--- src/lmr_pkg.sv ---
// shared constants, codes and helpers for the literal/move/return executor
`default_nettype none
package lmr_pkg;
    // register byte offsets on the control bus
    localparam logic [5:0] REG_INSTR = 6'h00;
    localparam logic [5:0] REG_ACC = 6'h04;
    localparam logic [5:0] REG_BANK = 6'h08;
    localparam logic [5:0] REG_PCH = 6'h0C;
    localparam logic [5:0] REG_FSR0 = 6'h10;
    localparam logic [5:0] REG_FSR1 = 6'h14;
    localparam logic [5:0] REG_INTCTL = 6'h18;
    localparam logic [5:0] REG_PWRCTL = 6'h1C;
    localparam logic [5:0] REG_PC = 6'h20;
    localparam logic [5:0] REG_STATUS = 6'h24;
    // bus responses
    localparam logic [1:0] RESP_OKAY = 2'h0;
    localparam logic [1:0] RESP_SLVERR = 2'h2;
    // instruction word layout: opcode above an 8-bit argument
    localparam int OP_LSB = 8;
    localparam int OP_W = 4;
    localparam int ARG_W = 8;
    localparam int BANK_W = 5;
    localparam int PCH_W = 7;
    localparam int FADDR_W = 7;
    localparam int PTR_W = 16;
    localparam int K_W = 6;
    localparam int IND_SEL_BIT = 7;
    localparam int IND_REL_BIT = 6;
    localparam int INSTR_BUSY_BIT = 31;
    // control bit positions
    localparam int GIE_BIT = 7;
    localparam int RI_BIT = 2;
    // reset values
    localparam logic [7:0] ACC_RST = 8'h00;
    localparam logic [15:0] PTR_RST = 16'h0000;
    localparam logic [7:0] INTCTL_RST = 8'h00;
    localparam logic RI_RST = 1'b1;
    localparam logic [7:0] STATUS_RST = 8'h00;
    // window aliases inside each bank
    localparam logic [6:0] WIN0_ADDR = 7'h00;
    localparam logic [6:0] WIN1_ADDR = 7'h01;
    // pointer steps
    localparam logic [15:0] PTR_ONE = 16'h0001;
    localparam logic [15:0] PTR_MINUS_ONE = 16'hFFFF;
    // addressing mode codes
    localparam logic [1:0] MODE_PRE_INC = 2'b00;
    localparam logic [1:0] MODE_PRE_DEC = 2'b01;
    localparam logic [1:0] MODE_POST_INC = 2'b10;
    localparam logic [1:0] MODE_POST_DEC = 2'b11;
    // opcodes
    typedef enum logic [3:0] {
        OP_IDLE = 4'h0,
        OP_LD_BANK = 4'h1,
        OP_LD_PCH = 4'h2,
        OP_LD_ACC = 4'h3,
        OP_ST_FILE = 4'h4,
        OP_ST_IND = 4'h5,
        OP_SW_RESET = 4'h6,
        OP_RET_IRQ = 4'h7
    } lmr_op_t;
    // return sequencer states
    typedef enum logic [1:0] {
        RS_IDLE = 2'b00,
        RS_SECOND = 2'b01
    } lmr_state_t;
    // 16-bit pointer add, wraps both ways
    function automatic logic [15:0] lmr_ptr_add(input logic [15:0] p,
                                                input logic [15:0] d);
        return p + d;
    endfunction
endpackage
`default_nettype wire

--- src/lmr_ptr_calc.sv ---
// address and next-pointer calculation for the indirect store
`default_nettype none
module lmr_ptr_calc
    import lmr_pkg::*;
(
    input wire logic [15:0] fsr,
    input wire logic [1:0] mode,
    input wire logic rel,
    input wire logic [5:0] k,
    output logic [15:0] ea,
    output logic [15:0] fsr_nxt
);
    // signed offset widened to pointer width
    wire logic [15:0] k_ext = {{(PTR_W - K_W){k[K_W-1]}}, k};
    // odd mode codes step down, even ones step up
    wire logic [15:0] step = mode[0] ? PTR_MINUS_ONE : PTR_ONE;
    // pre modes use the moved pointer as the address
    wire logic pre = (mode == MODE_PRE_INC) || (mode == MODE_PRE_DEC);
    // wrap at both ends comes free from 16-bit arithmetic
    wire logic [15:0] moved = lmr_ptr_add(fsr, step);
    wire logic [15:0] offs = lmr_ptr_add(fsr, k_ext);

    // relative form never touches the pointer
    assign ea = rel ? offs : (pre ? moved : fsr);
    assign fsr_nxt = rel ? fsr : moved;
endmodule
`default_nettype wire

--- src/lmr_ret_seq.sv ---
// two-cycle return-from-interrupt sequencer
`default_nettype none
module lmr_ret_seq
    import lmr_pkg::*;
(
    input wire logic mclk,
    input wire logic rst,
    input wire logic start,
    output logic pop,
    output logic busy
);
    lmr_state_t state_r; // current phase
    lmr_state_t state_nxt; // next phase

    // pop happens in the first cycle only
    assign pop = start && (state_r == RS_IDLE);
    assign busy = (state_r != RS_IDLE);

    // next-state decode
    always_comb
    begin
        state_nxt = state_r;
        case (state_r)
            RS_IDLE:
            begin
                if (start)
                    state_nxt = RS_SECOND;
            end
            RS_SECOND:
                state_nxt = RS_IDLE;
            default:
                state_nxt = RS_IDLE;
        endcase
    end

    // state register
    always_ff @(posedge mclk)
    begin
        if (rst)
            state_r <= RS_IDLE;
        else
            state_r <= state_nxt;
    end
endmodule
`default_nettype wire

--- src/lmr_exec.sv ---
// executor for literal loads, stores, software reset and interrupt return
`default_nettype none
module lmr_exec
    import lmr_pkg::*;
#(
    parameter int PC_W = 15
)
(
    input wire logic mclk,
    input wire logic rst,
    input wire logic awvalid,
    output logic awready,
    input wire logic [5:0] awaddr,
    input wire logic [2:0] awprot,
    input wire logic wvalid,
    output logic wready,
    input wire logic [31:0] wdata,
    input wire logic [3:0] wstrb,
    output logic bvalid,
    input wire logic bready,
    output logic [1:0] bresp,
    input wire logic arvalid,
    output logic arready,
    input wire logic [5:0] araddr,
    input wire logic [2:0] arprot,
    output logic rvalid,
    input wire logic rready,
    output logic [31:0] rdata,
    output logic [1:0] rresp,
    output logic dm_we,
    output logic [15:0] dm_addr,
    output logic [7:0] dm_wdata,
    output logic stk_pop,
    input wire logic [PC_W-1:0] stack_top,
    output logic dev_reset_req,
    output logic [PC_W-1:0] pc
);
    // byte-lane merge used by the accumulator, file pointer, interrupt control and status writes
    function automatic logic [15:0] be_merge(input logic [15:0] old,
                                             input logic [31:0] d,
                                             input logic [3:0] be);
        logic [15:0] r;
        r = old;
        if (be[0])
            r[7:0] = d[7:0];
        if (be[1])
            r[15:8] = d[15:8];
        return r;
    endfunction

    // write channel holding registers
    logic aw_full_r; // address held
    logic [5:0] awaddr_r; // held address
    logic w_full_r; // data held
    logic [31:0] wdata_r; // held data
    logic [3:0] wstrb_r; // held strobes
    logic bvalid_r; // response pending
    logic [1:0] bresp_r; // response code
    // read channel
    logic rvalid_r; // read data pending
    logic [31:0] rdata_r; // read data
    logic [1:0] rresp_r; // read response
    // architectural state
    logic [7:0] acc_r; // accumulator
    logic [4:0] bank_r; // bank select
    logic [6:0] pch_r; // pc-high latch
    logic [15:0] fsr0_r; // first file pointer
    logic [15:0] fsr1_r; // second file pointer
    logic [7:0] intctl_r; // interrupt control
    logic ri_r; // software reset flag
    logic [7:0] status_r; // status flags
    logic [PC_W-1:0] pc_r; // program counter
    logic [7:0] last_r; // last instruction argument
    logic [3:0] lastop_r; // last opcode
    logic soft_rst_r; // one-cycle reset request
    // memory port registers
    logic dm_we_r;
    logic [15:0] dm_addr_r;
    logic [7:0] dm_wdata_r;

    // handshake decode; no new transfer on a channel while that channel's response is pending
    assign awready = !aw_full_r && !bvalid_r;
    assign wready = !w_full_r && !bvalid_r;
    assign arready = !rvalid_r;
    wire logic wr_go = aw_full_r && w_full_r && !bvalid_r;
    wire logic ar_go = arvalid && arready;

    // write address decode
    wire logic wa_instr = (awaddr_r == REG_INSTR);
    wire logic wa_acc = (awaddr_r == REG_ACC);
    wire logic wa_fsr0 = (awaddr_r == REG_FSR0);
    wire logic wa_fsr1 = (awaddr_r == REG_FSR1);
    wire logic wa_intctl = (awaddr_r == REG_INTCTL);
    wire logic wa_pwrctl = (awaddr_r == REG_PWRCTL);
    wire logic wa_status = (awaddr_r == REG_STATUS);
    // bank, pc-high and pc are read-only from the bus
    wire logic wa_ro = (awaddr_r == REG_BANK) ||
                       (awaddr_r == REG_PCH) || (awaddr_r == REG_PC);
    wire logic wa_hit = wa_instr || wa_acc || wa_fsr0 || wa_fsr1 ||
                        wa_intctl || wa_pwrctl || wa_status || wa_ro;

    // sequencer state
    wire logic busy;
    wire logic ret_pop;
    // an instruction arriving while busy is refused
    wire logic refuse = wa_instr && busy;
    wire logic wr_ok = wr_go && wa_hit && !wa_ro && !refuse;
    // merged bus words for the narrow registers, low byte used
    wire logic [15:0] acc_mrg = be_merge({8'h00, acc_r}, wdata_r, wstrb_r);
    wire logic [15:0] ictl_mrg = be_merge({8'h00, intctl_r}, wdata_r,
                                          wstrb_r);
    wire logic [15:0] stat_mrg = be_merge({8'h00, status_r}, wdata_r,
                                          wstrb_r);

    // instruction field decode
    wire lmr_op_t op = lmr_op_t'(wdata_r[OP_LSB +: OP_W]);
    wire logic [7:0] arg = wdata_r[ARG_W-1:0];
    wire logic exec = wr_go && wa_instr && !busy;
    wire logic ex_bank = exec && (op == OP_LD_BANK);
    wire logic ex_pch = exec && (op == OP_LD_PCH);
    wire logic ex_acc = exec && (op == OP_LD_ACC);
    wire logic ex_file = exec && (op == OP_ST_FILE);
    wire logic ex_ind = exec && (op == OP_ST_IND);
    wire logic ex_srst = exec && (op == OP_SW_RESET);
    wire logic ex_ret = exec && (op == OP_RET_IRQ);

    // direct store: window aliases go through a pointer
    wire logic [6:0] faddr = arg[FADDR_W-1:0];
    wire logic win0 = (faddr == WIN0_ADDR);
    wire logic win1 = (faddr == WIN1_ADDR);
    wire logic [15:0] banked = {{(PTR_W - BANK_W - FADDR_W){1'b0}},
                                bank_r, faddr};
    wire logic [15:0] file_ea = win0 ? fsr0_r :
                                (win1 ? fsr1_r : banked);

    // indirect store: pointer select and step
    wire logic ind_sel = arg[IND_SEL_BIT];
    wire logic [15:0] ind_fsr = ind_sel ? fsr1_r : fsr0_r;
    wire logic [15:0] ind_ea;
    wire logic [15:0] ind_nxt;

    lmr_ptr_calc u_ptr (
        .fsr(ind_fsr),
        .mode(arg[1:0]),
        .rel(arg[IND_REL_BIT]),
        .k(arg[K_W-1:0]),
        .ea(ind_ea),
        .fsr_nxt(ind_nxt)
    );

    lmr_ret_seq u_ret (
        .mclk(mclk),
        .rst(rst),
        .start(ex_ret),
        .pop(ret_pop),
        .busy(busy)
    );

    // write channel capture and response
    always_ff @(posedge mclk)
    begin
        if (rst)
        begin
            aw_full_r <= 1'b0;
            w_full_r <= 1'b0;
            bvalid_r <= 1'b0;
            bresp_r <= RESP_OKAY;
            awaddr_r <= 6'h00;
            wdata_r <= 32'h0000_0000;
            wstrb_r <= 4'h0;
        end
        else
        begin
            // address and data may come in either order
            if (awvalid && awready)
            begin
                aw_full_r <= 1'b1;
                awaddr_r <= awaddr;
            end
            if (wvalid && wready)
            begin
                w_full_r <= 1'b1;
                wdata_r <= wdata;
                wstrb_r <= wstrb;
            end
            if (wr_go)
            begin
                aw_full_r <= 1'b0;
                w_full_r <= 1'b0;
                bvalid_r <= 1'b1;
                bresp_r <= wr_ok ? RESP_OKAY : RESP_SLVERR;
            end
            else if (bvalid_r && bready)
                bvalid_r <= 1'b0;
        end
    end

    // read data mux, unmapped reads answer an error
    logic [31:0] rd_mux;
    logic rd_hit;
    always_comb
    begin
        rd_mux = 32'h0000_0000;
        rd_hit = 1'b1;
        case (araddr)
            REG_INSTR:
            begin
                rd_mux[INSTR_BUSY_BIT] = busy;
                rd_mux[OP_LSB +: OP_W] = lastop_r;
                rd_mux[ARG_W-1:0] = last_r;
            end
            REG_ACC: rd_mux[7:0] = acc_r;
            REG_BANK: rd_mux[BANK_W-1:0] = bank_r;
            REG_PCH: rd_mux[PCH_W-1:0] = pch_r;
            REG_FSR0: rd_mux[PTR_W-1:0] = fsr0_r;
            REG_FSR1: rd_mux[PTR_W-1:0] = fsr1_r;
            REG_INTCTL: rd_mux[7:0] = intctl_r;
            REG_PWRCTL: rd_mux[RI_BIT] = ri_r;
            REG_PC: rd_mux[PC_W-1:0] = pc_r;
            REG_STATUS: rd_mux[7:0] = status_r;
            default: rd_hit = 1'b0;
        endcase
    end

    // read channel
    always_ff @(posedge mclk)
    begin
        if (rst)
        begin
            rvalid_r <= 1'b0;
            rdata_r <= 32'h0000_0000;
            rresp_r <= RESP_OKAY;
        end
        else if (ar_go)
        begin
            rvalid_r <= 1'b1;
            rdata_r <= rd_mux;
            rresp_r <= rd_hit ? RESP_OKAY : RESP_SLVERR;
        end
        else if (rvalid_r && rready)
            rvalid_r <= 1'b0;
    end

    // literal loads, all single-cycle; soft reset clears them too
    always_ff @(posedge mclk)
    begin
        if (rst || soft_rst_r)
        begin
            acc_r <= ACC_RST;
            bank_r <= 5'h00;
            pch_r <= 7'h00;
        end
        else
        begin
            if (ex_acc)
                acc_r <= arg;
            else if (wr_ok && wa_acc)
                acc_r <= acc_mrg[7:0];
            if (ex_bank)
                bank_r <= arg[BANK_W-1:0];
            if (ex_pch)
                pch_r <= arg[PCH_W-1:0];
        end
    end

    // file pointers: stepped by indirect stores, else by the bus
    always_ff @(posedge mclk)
    begin
        if (rst || soft_rst_r)
        begin
            fsr0_r <= PTR_RST;
            fsr1_r <= PTR_RST;
        end
        else if (ex_ind)
        begin
            if (ind_sel)
                fsr1_r <= ind_nxt;
            else
                fsr0_r <= ind_nxt;
        end
        else
        begin
            if (wr_ok && wa_fsr0)
                fsr0_r <= be_merge(fsr0_r, wdata_r, wstrb_r);
            if (wr_ok && wa_fsr1)
                fsr1_r <= be_merge(fsr1_r, wdata_r, wstrb_r);
        end
    end

    // interrupt control, return, status and program counter
    always_ff @(posedge mclk)
    begin
        if (rst || soft_rst_r)
        begin
            intctl_r <= INTCTL_RST;
            status_r <= STATUS_RST;
            pc_r <= '0;
        end
        else
        begin
            if (wr_ok && wa_intctl)
                intctl_r <= ictl_mrg[7:0];
            if (ret_pop)
            begin
                intctl_r[GIE_BIT] <= 1'b1;
                pc_r <= stack_top;
            end
            // flags move only by a bus write, never by execution
            if (wr_ok && wa_status)
                status_r <= stat_mrg[7:0];
        end
    end

    // reset flag survives the soft reset it reports
    always_ff @(posedge mclk)
    begin
        if (rst)
            ri_r <= RI_RST;
        else if (ex_srst)
            ri_r <= 1'b0;
        else if (wr_ok && wa_pwrctl && wstrb_r[0])
            ri_r <= wdata_r[RI_BIT];
    end

    // reset request pulse and last executed instruction
    always_ff @(posedge mclk)
    begin
        if (rst)
        begin
            soft_rst_r <= 1'b0;
            last_r <= 8'h00;
            lastop_r <= 4'h0;
        end
        else
        begin
            soft_rst_r <= ex_srst;
            if (exec)
            begin
                last_r <= arg;
                lastop_r <= op;
            end
        end
    end

    // data memory port, registered
    always_ff @(posedge mclk)
    begin
        if (rst)
        begin
            dm_we_r <= 1'b0;
            dm_addr_r <= 16'h0000;
            dm_wdata_r <= 8'h00;
        end
        else
        begin
            dm_we_r <= ex_file || ex_ind;
            if (ex_file || ex_ind)
            begin
                dm_addr_r <= ex_ind ? ind_ea : file_ea;
                dm_wdata_r <= acc_r;
            end
        end
    end

    // outputs
    assign bvalid = bvalid_r;
    assign bresp = bresp_r;
    assign rvalid = rvalid_r;
    assign rdata = rdata_r;
    assign rresp = rresp_r;
    assign dm_we = dm_we_r;
    assign dm_addr = dm_addr_r;
    assign dm_wdata = dm_wdata_r;
    assign stk_pop = ret_pop;
    assign dev_reset_req = soft_rst_r;
    assign pc = pc_r;
endmodule
`default_nettype wire

--- config.mk ---
export PLATFORM = sky130hd
export DESIGN_NAME = lmr_exec
export DESIGN_NICKNAME = d
export VERILOG_FILES = /design/src/lmr_pkg.sv /design/src/lmr_ptr_calc.sv /design/src/lmr_ret_seq.sv /design/src/lmr_exec.sv
export SDC_FILE = /design/constraint.sdc
export NUM_CORES = 1
export LEC_CHECK = 0
export ABC_AREA = 1
export BUFFER_PORTS_ARGS = -buffer_cell sky130_fd_sc_hd__buf_2
export CORE_MARGIN = 3
export CORE_UTILIZATION = 29
export CTS_CLUSTER_SIZE = 24
export DETAILED_ROUTE_END_ITERATION = 12
export PLACE_DENSITY = 0.52
export SLEW_MARGIN = 10
export SYNTH_ARGS = -nofsm -noshare
export SYNTH_HDL_FRONTEND = slang
export SYNTH_HIERARCHICAL = 1
export SYNTH_SLANG_ARGS = --single-unit
export TNS_END_PERCENT = 50
--- constraint.sdc ---
create_clock -name mclk -period 6.6 [get_ports mclk]
set_clock_uncertainty 0.1 [all_clocks]
set_input_delay 1.32 -clock mclk [delete_from_list [all_inputs] [get_ports mclk]]
set_output_delay 1.32 -clock mclk [all_outputs]
set_load 0.02 [all_outputs]
Word-level counts from Yosys, hierarchy flattened
Index checks and enable logic that the tools add are counted.

word-level totals
  bits in latches = 0
  input bits = 76
  memories kept = 0
  bits in registers = 172
  output and inout port bits = 83
  RAM bits = 0
  bits in read-only memories = 0

operators by class
  multiply operators = 0
  muxes and demuxes = 39
  bitwise gates (word level) = 1
  add/subtract/negate cells = 2
  shift operators = 0
  reduce and logical (&&, ||, !) cells = 76
  order comparisons = 0
  equal/unequal tests = 29
  divide/modulo/power cells = 0

operators with widths
  cell                number
  $mux 16             14
  $eq 6x5->1 const B  8
  $mux 8              6
  $pmux 2 s9          2
  $add 16x16->16      2
  $logic_and 1x1->1   30
  $eq 6x4->1 const B  4
  $eq 6x6->1 const B  4
  $reduce_bool 2->1   11
  $eq 4x3->1 const B  4
  $pmux 2 s8          1
  $pmux 4 s4          1
  $eq 6x3->1 const B  2
  $logic_not 6->1     2
  $logic_or 1x1->1    12
  $reduce_and 3->1    4
  $pmux 1 s10         1
  $reduce_or 10->1    1
  $mux 1              9
  $pmux 3 s3          1
  $eq 4x2->1 const B  2
  $reduce_and 2->1    4
  $eq 7x1->1 const B  1
  $logic_not 1->1     7
  other kinds (10)    14

Logic depth before layout (Yosys ltp)
  depth in word-level cells = 15
  depth in mapped cells = 21

Modules after synthesis
The synthesis kept the hierarchy.

modules (own cells, without submodules)
  module        area each (µm²)  instances  cells each
  lmr_exec      8136.6           1          1218
  lmr_ptr_calc  2207.1           1          438
  lmr_ret_seq   40.0             1          5

Worst setup path after synthesis
No wires, ideal clock.

  kind = register -> register
  start = reg wdata_r[7]
  end = reg fsr0_r[8]
  slack = 3.732 ns
  arrival time = 2.653 ns
  clock period less this slack = 2.868 ns
  required time = 6.385 ns
  stages on the path, launching flop included = 16
  library setup time = 0.115 ns
  cells stage by stage = dfxtp_1 > clkbuf_1 > clkbuf_1 > o21ai_0 > fa_1 > nand3_1 > nand3_1 > a21oi_1 > xor2_1 > o21ai_0 > inv_1 > nor2_1 > a21oi_1 > nand3_1 > nand2_1 > nor2_1

between the ends
  cells in the longest elaborated chain, start to end = 5
  elaborated cells on any way between the ends = 7
  those cells by class = add/sub (1); eq/ne (1); mux (4); reduce/logical (1)

ends and longest elaborated chain
  what                    line                text
  from (decl)             lmr_exec.sv:55      logic [31:0] wdata_r;
  from (signal assigned)  lmr_exec.sv:183     wdata_r <= wdata;
  $mux 16                 lmr_exec.sv:138     wire logic [15:0] ind_fsr = ind_sel ? fsr1_r : fsr0_r;
  net ind_fsr[0]          lmr_exec.sv:138
  $add 16x16->16          lmr_pkg.sv:69       return p + d;
  $mux 16                 lmr_ptr_calc.sv:25  assign fsr_nxt = rel ? fsr : moved;
  net ind_nxt[8]          lmr_exec.sv:140     wire logic [15:0] ind_nxt;
  $mux 16                 lmr_exec.sv:276     if (ind_sel)
  $mux 16                 lmr_exec.sv:274     else if (ex_ind)
  to (signal assigned)    lmr_exec.sv:279     fsr0_r <= ind_nxt;
  to (signal assigned)    lmr_exec.sv:284     fsr0_r <= be_merge(fsr0_r, wdata_r, wstrb_r);
  to (decl)               lmr_exec.sv:67      logic [15:0] fsr0_r;

The timed path passes the listed nets, and every way through them passes these cells. The select of a mux whose other input is x is not followed.
A chain may end at the register's enable or synchronous reset.

Worst setup path after layout
  start = reg awaddr_r[5]
  end = out stk_pop

between the ends
  cells in the longest elaborated chain, start to end = 5

ends and longest elaborated chain
  what                             line               text
  from (decl)                      lmr_exec.sv:53     logic [5:0] awaddr_r;
  from (signal assigned)           lmr_exec.sv:178    awaddr_r <= awaddr;
  $logic_not 6->1                  lmr_exec.sv:89     wire logic wa_instr = (awaddr_r == REG_INSTR);
  $logic_and 1x1->1 (2 in series)  lmr_exec.sv:118    wire logic exec = wr_go && wa_instr && !busy;
  $logic_and 1x1->1                lmr_exec.sv:125    wire logic ex_ret = exec && (op == OP_RET_IRQ);
  net ex_ret                       lmr_exec.sv:125
  $logic_and 1x1->1                lmr_ret_seq.sv:16  assign pop = start && (state_r == RS_IDLE);
  to (decl)                        lmr_exec.sv:33     output logic stk_pop,

The timed path passes the listed nets, and every way through them passes these cells.

==> impl_metrics.toml <==
[run_status]
status = "complete, no violations"

[placed_design]
hpwl_mm = 27.7
placed_cells = 2176
port_buffers = 117
post-place-ws_ns = 3.11
place_congestion = 0.883

[routing]
post_drt_wl_per_cell_microns = 16.7
antenna_left = 0
viasPerCell = 4.93
drt_iter0_drc = 809
vias = 10900
dr.pass1.iters = 6
drt_wl_total_mm = 36.9
drc = 0

[final_layout]
final_nets = 1847
num_antenna_cells = 0
multiInputGateArea_sq_mm = 0.00592
regArea_sq_mm = 0.00340
layout.cells.non_filler = 2208
fillers = 3907
area.growth.synth_to_final_pct = 14.0
drive_above_1_share_pct = 11.9

[sta]
timing.final.ws_setup_ns = 2.62
fmax_mhz = 251
fin_setup_tns_ns = 0
fin_crit_sh_pct = 60.3
setup_viol = 0
max_slew_margin_pct = 33.0
grt_setup_unrepaired = "false"
fin_crit_ns = 3.98
hold_slack_ns = 0.360
hold_viol = 0
worstMarginPinSlew_ns = 1.00
finalMaxSlewViolations = 0

[clocking]
cts_max_path_buffers = 2
clock_latency_ns = 0.45
root_buffer = "clkbuf_16"
cts_setup_buffers = 0
cts_tree = "done"
cts_htree_levels = 4
cts_hold_buf = 0
cts-buffers-inserted = 17
path_clk_slew_ns = 0.09
clock_sinks = 170
cts-resized-gates = 0

[synthesis]
synth_top_area_share_pct = 32.8
yosys.area_share.adder_pct = 3.88
muxShareOfSynthArea_pct = 0
post_synth.cell_area_avg_sq_um = 6.25
synth_top_flop_cell = "dfxtp_1"
synth_seq_cells = 170
synthArstFlopShare_pct = 0
ys_warn_count = 6
synth_edf_count = 0
yosysTopAreaCell = "dfxtp_1"
synth.area.top_cells = "dfxtp_1 (33%), nand2_1 (18%), a21oi_1 (9.1%)"
synth-xor-area-share_pct = 1.27
syn-instance-count = 1661
synth_top_family_by_area = "simple AND/OR/NAND/NOR gates"
yosysUniqueCellTypes = 44
syn_area_sq_mm = 0.0104
synth_simple_gate_area_share_pct = 33.9
ys_seq_area_share_pct = 32.8
synth_compound_area_share_pct = 17.2

[critical_path]
crit_type = "flip-flop to output port"
end_kind = "output port"
start_kind = "flip-flop"
crit_fanout = 16
crit_path_cell_trace = "nor2_1, inv_1, nor2_2, nand2_1, nor4_1, nand2_2, inv_1, buf_2"
cp_num_buf_inv = 3
arrival_ns = 2.56
critPathMostFrequentCell = "inv_1"
cp_slowest_stage_delay_ns = 0.43
critical_path.slowest_cell = "inv_1"
crit_family = "simple AND/OR/NAND/NOR gates"
cp.required_ns = 5.18

[power]
total_power_uw = 2480
p_leak_uw = 0.00550
irDropWorstVdd_mv = 0.183
powerDensity_mw_per_mm2 = 209

[global_routing]
antenna_found_initial = 0
overflow = 0
grt_first_pass_wirelength_mm = 57.2
grt_pass1_vias = 9991
track_usage_pct = 18.9
grt_max_degree = 63

[die]
die_y_microns = 195
die_area_sq_mm = 0.0381
rows = 68
die_w_microns = 195
start_util_pct = 29.8
core_sq_mm = 0.0349
ios = 159

[worst_hold_path]
hp-class = "flip-flop to flip-flop"

[flow_run]
cap_violations = 0
## final timing paths
path                     from     endpoint  slack (ns)  cells past startpoint
setup / recovery  awaddr_r[5]      stk_pop        2.62                      8
hold / removal    intctl_r[6]  intctl_r[6]        0.36                      2
setup reg to reg   wdata_r[7]    fsr1_r[9]        3.28                     17
hold reg to reg   intctl_r[6]  intctl_r[6]        0.36                      2
## report_power, final
group          total [uW]  switching, uW  internal, uW
combinational         358            259          99.2
clock                1040            503           541
sequential           1080           31.6          1050
total                2480            794          1690
## sequential cells by signal, indices dropped and copies added, names as in the netlist, 4 cells and up
signal and flops:
dm_wdata 8, pch_r 7, wdata_r 16, awaddr_r 6
rdata 17, fsr1_r 16, acc_r 8, lastop_r 4
last_r 8, fsr0_r 16, bank_r 5, status_r 8
pc 15, intctl_r 8, dm_addr 16
## synthesized netlist by cell type, types with 11 or more instances
master	number
nand2_1	486
a21oi_1	188
dfxtp_1	170
nor2_1	168
inv_1	164
o21ai_0	126
nand3_1	124
clkbuf_1	37
buf_4	30
ha_1	29
buf_2	15
inv_2	11
nand2_2	11
## per-layer routing
metal  track usage (%)  wire, microns  part of all wire, %  vias to the layer above
met4              4.67            582                  1.6                        0
met1              26.6          17600                   48                     5056
li1                  -              -                    -                     5498
met2              30.3          16800                   46                      311
met5                 0              0                    0                        -
met3              3.00           1860                  5.0                       31
## kinds of logic (layout without fill, tap and decap cells)
| kind of cell | Yosys count | count (layout) |
|---|---|---|
| xor gates and xnor gates | 15 | 15 |
| other | 1 | 17 |
| and+or+nand+nor | 838 | 838 |
| adders and majority gates | 31 | 31 |
| AOI/OAI and AO/OA | 344 | 344 |
| DFF | 170 | 170 |
| buffers and inverters | 262 | 338 |
## area by class of cell
type / count / area share, %
flip-flops and latches: 170 / 28.7
clock inverters: 15 / 1.53
inverters: 176 / 5.58
repair buffers: 130 / 5.77
well taps: 455 / 4.81
multi-input cells: 1245 / 50.0
clock buffers: 17 / 3.59
## worst min-delay path, stage by stage (launching register included)
cell,delay (ns)
dfxtp_1,0.31
inv_1,0.06
a21oi_1,0.05
## metrics by stage
step / instance area (sq um) / utilization (%)
6_report: 11800 / 33.9
5_1_grt: 11800 / 33.9
4_1_cts: 11800 / 33.9
3_5_place_dp: 11200 / 32.2
3_3_place_gp: 11200 / 32.2
2_1_floorplan: 10400 / -
## layout by cell type (no fill, tap or decap), types with 17 or more instances in the layout
cell and instances:
clkbuf_16 17, nand3_1 124, nor2_1 167, nand2_1 486
conb_1 17, o21ai_0 126, buf_2 117, inv_1 164
ha_1 29, dfxtp_1 170, a21oi_1 188
No activity file was read; power rests on OpenSTA's default activity.
